[src/ecp_link_pkg.sv]
package ecp_link_pkg;
    // port word width and shared fifo depth
    localparam int WORD_W      = 8;
    localparam int FIFO_DEPTH  = 16;
    localparam int FIFO_AW     = 4;
    // transfer buffer in front of the shared fifo
    localparam int BUF_DEPTH   = 32;
    localparam int BUF_AW      = 5;
    // port mode field encodings
    localparam logic [2:0] MODE_SPP     = 3'h0;
    localparam logic [2:0] MODE_PS2     = 3'h1;
    localparam logic [2:0] MODE_PPFIFO  = 3'h2;
    localparam logic [2:0] MODE_ECP     = 3'h3;
    // command byte layout: bit 7 set means channel address
    localparam int CMD_ADDR_BIT = 7;
    localparam logic [6:0] RLE_CNT_W0 = 7'h00;
    // reset values
    localparam logic [7:0] DATA_RST = 8'h00;
    localparam logic       PIN_IDLE = 1'b1;
    // a fifo entry: byte plus command tag
    typedef struct packed {
        logic       cmd;
        logic [7:0] data;
    } tagged_byte_t;
    localparam int TAGGED_W = 9;
endpackage

[src/ecp_parallel_port_link.sv]
`timescale 1ns/1ps
`default_nettype none

// generic fifo with valid/ready on both sides
module ecp_fifo #(
    parameter int WIDTH = 9,
    parameter int DEPTH = 16,
    parameter int AW    = 4
) (
    input  wire logic             clk,
    input  wire logic             rst_n,
    input  wire logic             flush,
    input  wire logic [WIDTH-1:0] in_data,
    input  wire logic             in_valid,
    output logic                  in_ready,
    output logic [WIDTH-1:0]      out_data,
    output logic                  out_valid,
    input  wire logic             out_ready
);
    logic [WIDTH-1:0] mem [DEPTH];      // storage array
    logic [AW-1:0]    wr_r;             // write pointer
    logic [AW-1:0]    rd_r;             // read pointer
    logic [AW:0]      cnt_r;            // occupancy
    logic             push;
    logic             pop;

    assign in_ready  = (cnt_r != (AW+1)'(DEPTH));
    assign out_valid = (cnt_r != '0);
    assign out_data  = mem[rd_r];
    assign push      = in_valid & in_ready;
    assign pop       = out_valid & out_ready;

    // storage write, no reset needed on data
    always_ff @(posedge clk) begin
        if (push) begin
            mem[wr_r] <= in_data;
        end
    end

    // pointers and count; flush empties the fifo on a direction change
    always_ff @(posedge clk or negedge rst_n) begin
        if (!rst_n) begin
            wr_r  <= '0;
            rd_r  <= '0;
            cnt_r <= '0;
        end else if (flush) begin
            wr_r  <= '0;
            rd_r  <= '0;
            cnt_r <= '0;
        end else begin
            if (push) begin
                wr_r <= AW'(wr_r + 1'b1);
            end
            if (pop) begin
                rd_r <= AW'(rd_r + 1'b1);
            end
            cnt_r <= (AW+1)'(cnt_r + push - pop);
        end
    end
endmodule

module ecp_parallel_port_link (
    input  wire logic                       CLK_SYS,
    input  wire logic                       RST_N,
    input  wire logic [2:0]                 MODE,
    input  wire logic                       DIRECTION,
    input  wire ecp_link_pkg::tagged_byte_t WR_BYTE,
    input  wire logic                       WR_VALID,
    output logic                            WR_READY,
    output ecp_link_pkg::tagged_byte_t      RD_BYTE,
    output logic                            RD_VALID,
    input  wire logic                       RD_READY,
    output logic                            DMA_REQ,
    output logic                            FAULT_ERR,
    output logic                            PERIPH_REQ_HINT,
    output logic [7:0]                      PDATA_O,
    output logic                            PDATA_OE_N,
    input  wire logic [7:0]                 PDATA_I,
    output logic                            NSTROBE,
    output logic                            NAUTOFD,
    output logic                            NINIT,
    output logic                            NSELECTIN,
    input  wire logic                       NACK,
    input  wire logic                       BUSY,
    input  wire logic                       PERROR,
    input  wire logic                       NFAULT
);
    // two-flop synchronisers for all peripheral pins
    logic [11:0] pin_s1_r;
    logic [11:0] pin_s2_r;
    logic [7:0]  pd_s;
    logic        nack_s;
    logic        busy_s;
    logic        perr_s;
    logic        nfault_s;

    // link state
    typedef enum logic [2:0] {
        S_IDLE, S_FWD_SETUP, S_FWD_STROBE, S_FWD_RELEASE,
        S_TURN_REV, S_REV_WAIT, S_REV_ACK, S_TURN_FWD
    } link_state_t;
    link_state_t state_r;

    logic                      ecp_mode;    // engine enabled
    logic                      ppfifo_mode; // compatibility fifo mode
    logic                      rev_dir;     // requested direction
    logic                      is_rev_r;    // link currently reverse
    ecp_link_pkg::tagged_byte_t tx_r;       // byte being sent
    logic [6:0]                rle_r;       // pending repeat count
    logic                      rle_pend_r;  // count seen, next byte repeats
    ecp_link_pkg::tagged_byte_t rx_r;       // byte being delivered
    logic                      rx_valid_r;  // rx_r holds a byte
    logic [6:0]                rep_r;       // copies still to deliver

    // shared 16-byte fifo signals
    ecp_link_pkg::tagged_byte_t sf_in;
    logic                      sf_in_valid;
    logic                      sf_in_ready;
    ecp_link_pkg::tagged_byte_t sf_out;
    logic                      sf_out_valid;
    logic                      sf_out_ready;
    // 32-word transfer buffer signals
    ecp_link_pkg::tagged_byte_t bf_out;
    logic                      bf_out_valid;
    logic                      bf_out_ready;
    logic                      bf_in_ready;
    logic                      bf_in_valid;
    logic                      flush;

    assign pd_s     = pin_s2_r[7:0];
    assign nack_s   = pin_s2_r[8];
    assign busy_s   = pin_s2_r[9];
    assign perr_s   = pin_s2_r[10];
    assign nfault_s = pin_s2_r[11];

    assign ecp_mode    = (MODE == ecp_link_pkg::MODE_ECP);
    assign ppfifo_mode = (MODE == ecp_link_pkg::MODE_PPFIFO);
    // ppfifo mode is forward only regardless of the direction bit
    assign rev_dir     = ecp_mode & DIRECTION;
    assign flush       = (state_r == S_TURN_REV) | (state_r == S_TURN_FWD);

    // synchronise the asynchronous peripheral inputs
    always_ff @(posedge CLK_SYS or negedge RST_N) begin
        if (!RST_N) begin
            pin_s1_r <= '1;
            pin_s2_r <= '1;
        end else begin
            pin_s1_r <= {NFAULT, PERROR, BUSY, NACK, PDATA_I};
            pin_s2_r <= pin_s1_r;
        end
    end

    // forward path: host writes -> 32-word buffer -> shared fifo -> link.
    // in reverse the buffer is the receive side instead.
    // a write counts only when ready was shown, so a held request is not taken twice
    assign bf_in_valid = is_rev_r ? rx_valid_r : WR_VALID & WR_READY & ~rev_dir;
    ecp_fifo #(
        .WIDTH (ecp_link_pkg::TAGGED_W),
        .DEPTH (ecp_link_pkg::BUF_DEPTH),
        .AW    (ecp_link_pkg::BUF_AW)
    ) u_buf (
        .clk       (CLK_SYS),
        .rst_n     (RST_N),
        .flush     (flush),
        .in_data   (is_rev_r ? rx_r : WR_BYTE),
        .in_valid  (bf_in_valid),
        .in_ready  (bf_in_ready),
        .out_data  (bf_out),
        .out_valid (bf_out_valid),
        .out_ready (bf_out_ready)
    );

    // bytes pass through unaltered: compression is optional and left out
    assign sf_in        = bf_out;
    assign sf_in_valid  = bf_out_valid;
    assign bf_out_ready = sf_in_ready;

    // one shared fifo serves both directions; it is flushed at turnaround
    ecp_fifo #(
        .WIDTH (ecp_link_pkg::TAGGED_W),
        .DEPTH (ecp_link_pkg::FIFO_DEPTH),
        .AW    (ecp_link_pkg::FIFO_AW)
    ) u_shared (
        .clk       (CLK_SYS),
        .rst_n     (RST_N),
        .flush     (flush),
        .in_data   (sf_in),
        .in_valid  (sf_in_valid),
        .in_ready  (sf_in_ready),
        .out_data  (sf_out),
        .out_valid (sf_out_valid),
        .out_ready (sf_out_ready)
    );

    // forward drain: link engine pops in idle; reverse drain: host reads
    assign sf_out_ready = is_rev_r ? (~RD_VALID | RD_READY)
                                   : (state_r == S_IDLE) & (ecp_mode | ppfifo_mode) & ~rev_dir;

    // link state machine with automatic handshakes
    always_ff @(posedge CLK_SYS or negedge RST_N) begin
        if (!RST_N) begin
            state_r  <= S_IDLE;
            is_rev_r <= 1'b0;
            tx_r     <= '0;
        end else begin
            unique case (state_r)
                S_IDLE: begin
                    if (rev_dir & ~is_rev_r) begin
                        state_r <= S_TURN_REV;
                    end else if (~rev_dir & is_rev_r) begin
                        state_r <= S_TURN_FWD;
                    end else if (is_rev_r) begin
                        state_r <= S_REV_WAIT;
                    end else if (sf_out_valid & sf_out_ready) begin
                        tx_r    <= sf_out;
                        state_r <= S_FWD_SETUP;
                    end
                end
                // byte and tag on the bus; wait until peripheral ready
                S_FWD_SETUP: begin
                    if (!busy_s) begin
                        state_r <= S_FWD_STROBE;
                    end
                end
                // strobe asserted; peripheral raises busy when latched
                S_FWD_STROBE: begin
                    if (busy_s) begin
                        state_r <= S_FWD_RELEASE;
                    end
                end
                // strobe released; hardware toggles it, software never does
                S_FWD_RELEASE: begin
                    state_r <= S_IDLE;
                end
                // data released first, then ninit low; wait nackreverse low
                S_TURN_REV: begin
                    if (!perr_s) begin
                        is_rev_r <= 1'b1;
                        state_r  <= S_IDLE;
                    end
                end
                // hostack asserted; wait for peripheral ack low
                S_REV_WAIT: begin
                    if (!rev_dir) begin
                        state_r <= S_IDLE;
                    end else if (!nack_s & ~rx_valid_r & rep_r == '0) begin
                        state_r <= S_REV_ACK;
                    end
                end
                // hostack released; wait ack high to close the interlock
                S_REV_ACK: begin
                    if (nack_s) begin
                        state_r <= S_IDLE;
                    end
                end
                // ninit high again; do not drive until nackreverse high
                S_TURN_FWD: begin
                    if (perr_s) begin
                        is_rev_r <= 1'b0;
                        state_r  <= S_IDLE;
                    end
                end
            endcase
        end
    end

    // reverse receive with rle decompression; count bytes are swallowed
    always_ff @(posedge CLK_SYS or negedge RST_N) begin
        if (!RST_N) begin
            rx_r       <= '0;
            rx_valid_r <= 1'b0;
            rep_r      <= ecp_link_pkg::RLE_CNT_W0;
            rle_r      <= ecp_link_pkg::RLE_CNT_W0;
            rle_pend_r <= 1'b0;
        end else if (flush) begin
            rx_valid_r <= 1'b0;
            rep_r      <= ecp_link_pkg::RLE_CNT_W0;
            rle_pend_r <= 1'b0;
        end else if (rx_valid_r) begin
            // repeat the held byte until its count is used up
            if (bf_in_ready) begin
                if (rep_r == ecp_link_pkg::RLE_CNT_W0) begin
                    rx_valid_r <= 1'b0;
                end else begin
                    rep_r <= 7'(rep_r - 1'b1);
                end
            end
        end else if (state_r == S_REV_WAIT && !nack_s && rep_r == '0) begin
            // periphack high marks a data byte, low a command byte
            if (!busy_s && !pd_s[ecp_link_pkg::CMD_ADDR_BIT]) begin
                rle_r      <= pd_s[6:0];
                rle_pend_r <= 1'b1;
            end else begin
                rx_r.cmd   <= ~busy_s;
                rx_r.data  <= pd_s;
                rx_valid_r <= 1'b1;
                rep_r      <= rle_pend_r & busy_s ? rle_r : ecp_link_pkg::RLE_CNT_W0;
                rle_pend_r <= 1'b0;
            end
        end
    end

    // host-facing read port and flow control, all registered
    always_ff @(posedge CLK_SYS or negedge RST_N) begin
        if (!RST_N) begin
            RD_BYTE  <= '0;
            RD_VALID <= 1'b0;
            WR_READY <= 1'b0;
            DMA_REQ  <= 1'b0;
        end else begin
            if (is_rev_r & sf_out_valid & sf_out_ready) begin
                RD_BYTE  <= sf_out;
                RD_VALID <= 1'b1;
            end else if (RD_READY | ~is_rev_r) begin
                RD_VALID <= 1'b0;
            end
            WR_READY <= bf_in_ready & ~is_rev_r & ~rev_dir & ~(WR_VALID & WR_READY);
            // dma service in both directions, no negotiation done here
            DMA_REQ  <= ecp_mode & (is_rev_r ? sf_out_valid : bf_in_ready);
        end
    end

    // peripheral status: nfault only counts while forward
    always_ff @(posedge CLK_SYS or negedge RST_N) begin
        if (!RST_N) begin
            FAULT_ERR       <= 1'b0;
            PERIPH_REQ_HINT <= 1'b0;
        end else begin
            FAULT_ERR       <= ~nfault_s & ~is_rev_r;
            // only a hint; direction stays under host control
            PERIPH_REQ_HINT <= ~nfault_s & ~is_rev_r & ecp_mode;
        end
    end

    // link pin drivers, all from flip-flops
    always_ff @(posedge CLK_SYS or negedge RST_N) begin
        if (!RST_N) begin
            PDATA_O    <= ecp_link_pkg::DATA_RST;
            PDATA_OE_N <= ecp_link_pkg::PIN_IDLE;
            NSTROBE    <= ecp_link_pkg::PIN_IDLE;
            NAUTOFD    <= ecp_link_pkg::PIN_IDLE;
            NINIT      <= ecp_link_pkg::PIN_IDLE;
            NSELECTIN  <= ecp_link_pkg::PIN_IDLE;
        end else begin
            PDATA_O    <= tx_r.data;
            // drive only while forward and nackreverse high
            PDATA_OE_N <= ~(~is_rev_r & perr_s & ~rev_dir &
                            state_r != S_TURN_FWD);
            NSTROBE    <= ~(state_r == S_FWD_STROBE);
            // forward: hostack low tags a command; reverse: low requests
            NAUTOFD    <= is_rev_r ? ~(state_r == S_REV_WAIT)
                                   : ~(ecp_mode & tx_r.cmd);
            // ninit falls only after the data enable has been released,
            // and rises on the way back so the far side can grant forward
            NINIT      <= ~((is_rev_r & (state_r != S_TURN_FWD)) |
                            (state_r == S_TURN_REV & PDATA_OE_N));
            NSELECTIN  <= ~ppfifo_mode & ~(MODE == ecp_link_pkg::MODE_SPP);
        end
    end
endmodule

`default_nettype wire

[config.mk]
export PLATFORM = sky130hd
export DESIGN_NAME = ecp_parallel_port_link
export DESIGN_NICKNAME = d
export VERILOG_FILES = /design/src/ecp_link_pkg.sv /design/src/ecp_parallel_port_link.sv
export SDC_FILE = /design/constraint.sdc
export NUM_CORES = 1
export LEC_CHECK = 0
export BUFFER_PORTS_ARGS = -buffer_cell sky130_fd_sc_hd__buf_2
export CAP_MARGIN = 5
export CELL_PAD_IN_SITES_DETAIL_PLACEMENT = 1
export CELL_PAD_IN_SITES_GLOBAL_PLACEMENT = 1
export CORE_ASPECT_RATIO = 0.75
export CORE_MARGIN = 2
export CORE_UTILIZATION = 54
export DETAILED_ROUTE_END_ITERATION = 10
export MAX_ROUTING_LAYER = met4
export PLACE_DENSITY = 0.79
export SLEW_MARGIN = 10
export SYNTH_ARGS = -nofsm -noshare
export SYNTH_HDL_FRONTEND = slang
export SYNTH_SLANG_ARGS = --single-unit
[constraint.sdc]
create_clock -name CLK_SYS -period 3.9 [get_ports CLK_SYS]
set_input_delay 0.39 -clock CLK_SYS [delete_from_list [all_inputs] [get_ports CLK_SYS]]
set_output_delay 0.39 -clock CLK_SYS [all_outputs]
set_load 0.01 [all_outputs]
==> results of run 1 <==
worst max-delay path, delay by kind of cell, from the launching register on:
family / cells / cell delay, ns
buffers and inverters: 5 / 0.34
AO/OA/AOI/OAI: 3 / 0.48
adder cells (fa/ha/maj): 4 / 0.86
flip-flops: 1 / 0.39
AND/OR/NAND/NOR: 3 / 1.09
cell usage in the layout (no fill, tap or decap), types with 14 or more instances in the layout:
master     count
xor2_1        14
a21oi_1       23
a22oi_1       20
edfxtp_1     432
nor2_1        78
clkbuf_16     55
o21ai_0       16
ha_1          29
mux4_2       126
dfrtp_1       86
buf_4         37
dfstp_2       29
inv_1         30
and2_1        23
nand2_1       52
mux2_2        44
buf_2         54
registers in the layout (all words and copies together) (netlist names), 3 cells and up:
name            cells
u_shared.wr_r       4
u_buf.rd_r          5
tx_r                9
pin_s2_r           12
PDATA_O             8
u_shared.mem      144
u_buf.cnt_r         6
rx_r                9
u_shared.cnt_r      5
u_shared.rd_r       4
RD_BYTE             9
u_buf.wr_r          5
pin_s1_r           12
u_buf.mem         288
rep_r               7
rle_r               7
state_r             3
per-layer routing:
metal  global-route usage (%)  wire length, um  vias to the layer above
met5                        -                0                        -
met4                     6.24              877                        0
met3                     5.65             4030                       67
met2                     40.5            24900                      466
met1                     38.1            22600                     6020
li1                         -                -                     4748
worst paths after layout:
check                                             from                           to  slack, ns  depth (start not counted)
max                        u_shared.cnt_r[3]$_DFF_PN0_  u_shared.cnt_r[4]$_DFF_PN0_       0.65                         15
min                                            MODE[2]          NSELECTIN$_DFF_PN1_       0.04                          2
max reg2reg                u_shared.cnt_r[3]$_DFF_PN0_  u_shared.cnt_r[4]$_DFF_PN0_       0.65                         15
min reg2reg                      pin_s1_r[6]$_DFF_PN1_        pin_s2_r[6]$_DFF_PN1_       0.36                          0
max in group asynchronous                        RST_N          NSELECTIN$_DFF_PN1_       2.60                          3
min in group asynchronous                        RST_N       state_r[2]$_DFFE_PN0P_       0.49                          2
area by class of cell:
class	count	area, um^2
inverter	30	113
sequential	550	16000
clock buffer	70	1490
multi-input combinational	521	5520
antenna	1	2.50
clock inverter	28	269
timing repair buffer	109	778
fill	3361	14900
tap	520	651
metrics by stage:
step,util (%),worst slack [ns],cell area [um^2],hold slack [ns],total power [mW]
floorplan,-,0.950,21800,0.0944,12.8
global placement,57.8,0.780,22900,0.346,14.6
detailed placement,57.8,0.690,22900,0.348,15.0
CTS,62.5,0.612,24800,0.00987,20.4
global route,62.5,0.409,24800,0.0340,21.1
finish,62.5,0.647,24800,0.0421,20.2
logic make-up after synthesis:
group	synth area share (%)
adder cells (fa/ha/maj)	1.85
AO/OA/AOI/OAI	2.51
XOR/XNOR	0.803
flip-flops	73.2
AND/OR/NAND/NOR	4.73
buffers and inverters	1.53
multiplexers	15.4
power breakdown:
part	internal [mW]	switching (mW)
registers	8.09	0.646
logic	2.55	3.69
clock network	3.02	2.20
total	13.7	6.53
timing repair:
item	in CTS	in global routing
hold buffers	13	0
resized for setup	0	0
hold endpoints to repair	59	0
==> results.yml, run 1 <==
outcome:
  outcome: "completed"
final_layout:
  drive_gt1_share_pct: 29.7
  fin_cells: 1829
  area_growth_pct: 13.7
  layout.nets: 1324
routing:
  routedWlPerCell_um: 28.6
  vias: 11300
  drt_iter0_drc: 1154
  firstDrtPassIters: 5
  drc: 0
  drtAntennaViolNets: 0
  vias_per_cell: 6.18
  wl_um: 52400
clock_tree:
  cts.sink_count: 550
  cts_tree: "built"
  cts-root-buf: "clkbuf_16"
  clk_pin_slew_ns: 0.06
  postCtsSetupBuffers: 0
  cts_buffers: 52
  clock_latency_ns: 0.59
  cts-htree-levels: 2
  cts_max_path_buffers: 3
worst_setup_path:
  critical-path-max-stage-delay_ns: 0.67
  worstPathRequired_ns: 4.40
  arrival_ns: 3.76
  startpoint_type: "flip-flop"
  critical_path_class: "reg -> reg"
  path_common_cell: "inv_1"
  cp-end-kind: "flip-flop"
  cp_max_fo: 6
  crit_slowest_cell: "or4b_2"
  cp_cell_sequence: "inv_1 -> ha_1 -> or4b_2 -> o21ai_2 -> inv_1 -> ha_1 -> inv_1 -> ha_1 -> inv_1 -> fa_1 -> inv_1 -> a21oi_1 -> nor2_1 -> or3_1 -> a21oi_1"
yosys:
  ys_warn_count: 0
  syn_avg_cell_area_um2: 19.0
  synth.area.top_cells: "edfxtp_1 59%, mux4_2 13%, dfrtp_1 10%"
  synth.most_common_cell: "edfxtp_1"
  yosysUniqueCellTypes: 57
  async_flop_share_pct: 21.5
  synth-main-ff-cell: "edfxtp_1"
  ys_ff_latch: 550
  yosysSeqAreaShare_pct: 73.2
  yosysTopAreaCellShare_pct: 59.5
  synth_largest_area_cell: "edfxtp_1"
  synth_common_cells: "432 x edfxtp_1, 126 x mux4_2, 89 x dfrtp_1"
  synthCells: 1150
  synth_edf_count: 432
  synth_area_um2: 21800
  synth_nets: 1210
place:
  io_buffer_count: 55
  gp_congestion: 0.795
  dp_cells: 1717
  place_hpwl_um: 33300
floorplan:
  initial_core_util_pct: 55.0
  dieArea_um2: 42000
  rows: 63
  die_h_um: 178
  io_pins: 56
  coreArea_um2: 39600
  fp.dieW_um: 236
global_route:
  grt_pass1_wl_um: 79400
  grt_max_degree: 69
  grt_pass1_vias: 12300
  gr-total-overflow: 0
  gr-usage-all-layers_pct: 26.8
  antenna_found_initial: 2
sta:
  worst_slew_pin_slew_ns: 0.988
  finalCriticalPeriod_ns: 3.25
  fmax_ghz: 0.307
  finalHoldViolations: 0
  final-setup-viol-count: 0
  relSlewSlack_pct: 34.1
  finalCritPeriodShare_pct: 83.4
  slew_viol_final: 0
  clock_skew_ns: 0.0196
  finalSetupTns_ns: 0
  rsz0062_at_grt: "false"
pwr:
  peakVddDrop_v: 0.000412
  p_per_area_nw_per_um2: 814
  p_leak_nw: 8.75
worst_hold_path:
  min_path_type: "in -> reg"
flow_run:
  maxCapViolations: 0
(Power assumes the default switching activity.)
==> inputs of run 2 (changes only) <==
- CORE_UTILIZATION: 54 -> 49
- PLACE_DENSITY: 0.79 -> 0.75
- clock period: 3.9 -> 2.85 ns (I/O delays scaled with it)
==> run 2 against run 1 <==
  * Via count is essentially flat
  * Largest power group unchanged
  * Design area grew 2.6%
  * Fmax is 15% higher
  * Highest routed layer unchanged
  * Largest cell class unchanged
  * Wire length is 3.7% lower
==> results.yml, run 2 (same netlist as run 1, synthesis figures left out) <==
worst_setup_path:
  worstReg2RegStart: "u_shared.cnt_r[2]$_DFF_PN0_"
  cp-end-kind: "flip-flop"
  critical_path_class: "reg -> reg"
  critPathLaunch: "u_shared.cnt_r[2]$_DFF_PN0_"
  worstPathRequired_ns: 3.37
  cp_max_fo: 3
  startpoint_type: "flip-flop"
  arrival_ns: 3.35
outcome:
  outcome: "completed"
routing:
  drtAntennaViolNets: 0
  firstDrtPassIters: 5
  vias: 11300
  wl_um: 50400
  drt_iter0_drc: 1005
  routedWlPerCell_um: 26.1
  vias_per_cell: 5.84
  drc: 0
final_layout:
  fin_area_um2: 25400
  regMostFlops: "u_buf.mem"
  layout_common_cells: "432 x edfxtp_1, 126 x mux4_2, 86 x dfrtp_1"
  fin_util_pct: 58.2
  drive_gt1_share_pct: 33.2
  layout.nets: 1371
  seq_area_um2: 16000
  area_growth_pct: 16.6
  largest_reg_flops: 288
  final_common_cell: "edfxtp_1"
  fillers: 3836
  multiInputGateArea_um2: 5620
  top_regs: "u_buf.mem: 288 flops, u_shared.mem: 144 flops"
worst_hold_path:
  hold_path_startpoint: "MODE[1]"
  min_path_type: "in -> reg"
sta:
  finalHoldViolations: 0
  relSlewSlack_pct: 40.3
  worst_slew_pin_slew_ns: 0.893
  fmax_ghz: 0.353
  finalCritPeriodShare_pct: 99.3
  rsz0062_at_grt: "true"
  finalSetupTns_ns: 0
  final-setup-viol-count: 0
  slew_viol_final: 0
  finalCriticalPeriod_ns: 2.83
  clock_skew_ns: 0.0228
place:
  gp_congestion: 0.798
  place_hpwl_um: 32100
  io_buffer_count: 55
  placed_area_um2: 23300
clock_tree:
  cts_buffers: 53
  cts_tree: "built"
  cts_max_path_buffers: 3
  clk_pin_slew_ns: 0.06
  clock_latency_ns: 0.60
  cts.sink_count: 550
  cts-root-buf: "clkbuf_16"
  cts-htree-levels: 2
pwr:
  peakVddDrop_v: 0.000523
  p_leak_nw: 9.04
  p_per_area_nw_per_um2: 1110
floorplan:
  initial_core_util_pct: 49.9
  fp.dieW_um: 248
  die_h_um: 187
  dieArea_um2: 46200
  rows: 66
  coreArea_um2: 43700
  io_pins: 56
global_route:
  grt_pass1_vias: 12400
  gr-total-overflow: 0
  grt_pass1_wl_um: 77500
  gr-usage-all-layers_pct: 23.3
  antenna_found_initial: 1
  grt_max_degree: 43
flow_run:
  maxCapViolations: 0
-- run 2: cell types whose count changed in the layout (fill, tap and decap cells not counted), sizes merged --
cell | previous run | this run
clkinvlp | 3 | 0
bufinv | 5 | 6
buf | 96 | 139
dlygate4sd3 | 13 | 16
clkbuf | 70 | 76
clkinv | 18 | 16
-- run 2: worst paths after layout --
kind,to,slack (ns),cells after the start
worst max register to register,u_shared.cnt_r[4]$_DFF_PN0_,0.02,15
worst min-delay path,PERIPH_REQ_HINT$_DFF_PN0_,0.03,3
min in group asynchronous,u_buf.rd_r[4]$_DFFE_PN0P_,0.20,2
worst max-delay path,u_shared.cnt_r[4]$_DFF_PN0_,0.02,15
max in group asynchronous,NINIT$_DFF_PN1_,1.85,3
worst min register to register,pin_s2_r[1]$_DFF_PN1_,0.35,0
-- run 2: power breakdown --
group | total (mW) | internal [mW] | switching, mW | leakage (nW)
Combinational | 9.17 | 3.91 | 5.27 | 2.81
Clock | 7.29 | 4.30 | 3.00 | 0.900
Sequential | 11.8 | 11.1 | 0.710 | 5.33
-- run 2: critical path, stage by stage, from the launching register on --
cell and delay (ns):
dfrtp_1 0.39, inv_2 0.09, ha_4 0.14, or4b_4 0.48
o21ai_4 0.08, inv_2 0.06, ha_4 0.26, inv_2 0.04
ha_4 0.16, inv_4 0.05, fa_2 0.21, inv_2 0.04
a21oi_2 0.17, nor2_2 0.07, or3_4 0.38, a21oi_4 0.15
-- run 2: repair_timing --
item | CTS | global route
setup buffers | 4 | 4
endpoints found under the setup margin | 2 | 2
pin swaps | 5 | 9
endpoints found under the hold margin | 39 | 0
gates resized for setup | 7 | 16
hold buffers | 16 | 0
-- run 2: routing by layer --
metal,track usage (%),vias up,share of wire [%]
met4,5.71,0,1.9
met2,34.6,384,48
met3,4.01,65,6.0
met1,33.8,6008,44
met5,-,-,0
li1,-,4847,-
-- run 2: area by class of cell --
cell class / count / share of cell area (%)
flip-flops and latches: 550 / 62.8
repair buffers: 155 / 4.64
clock inverters: 24 / 1.15
well taps: 578 / 2.84
multi-input cells: 521 / 22.1
inverters: 30 / 0.452
diodes: 1 / 0.00984
clock buffers: 76 / 6.03
-- run 2: stage by stage --
step / setup slack, ns / hold slack, ns / power [mW] / std cells
6_report: 0.0194 / 0.0326 / 28.3 / 1935
5_1_grt: -0.0946 / 0.0445 / 29.6 / 1935
4_1_cts: 0.00882 / 0.00308 / 28.2 / 1930
3_5_place_dp: -0.0573 / 0.285 / 20.7 / 1810
3_3_place_gp: 0.0434 / 0.265 / 20.2 / 1810
2_1_floorplan: 0.0854 / -0.0106 / 17.5 / 1150
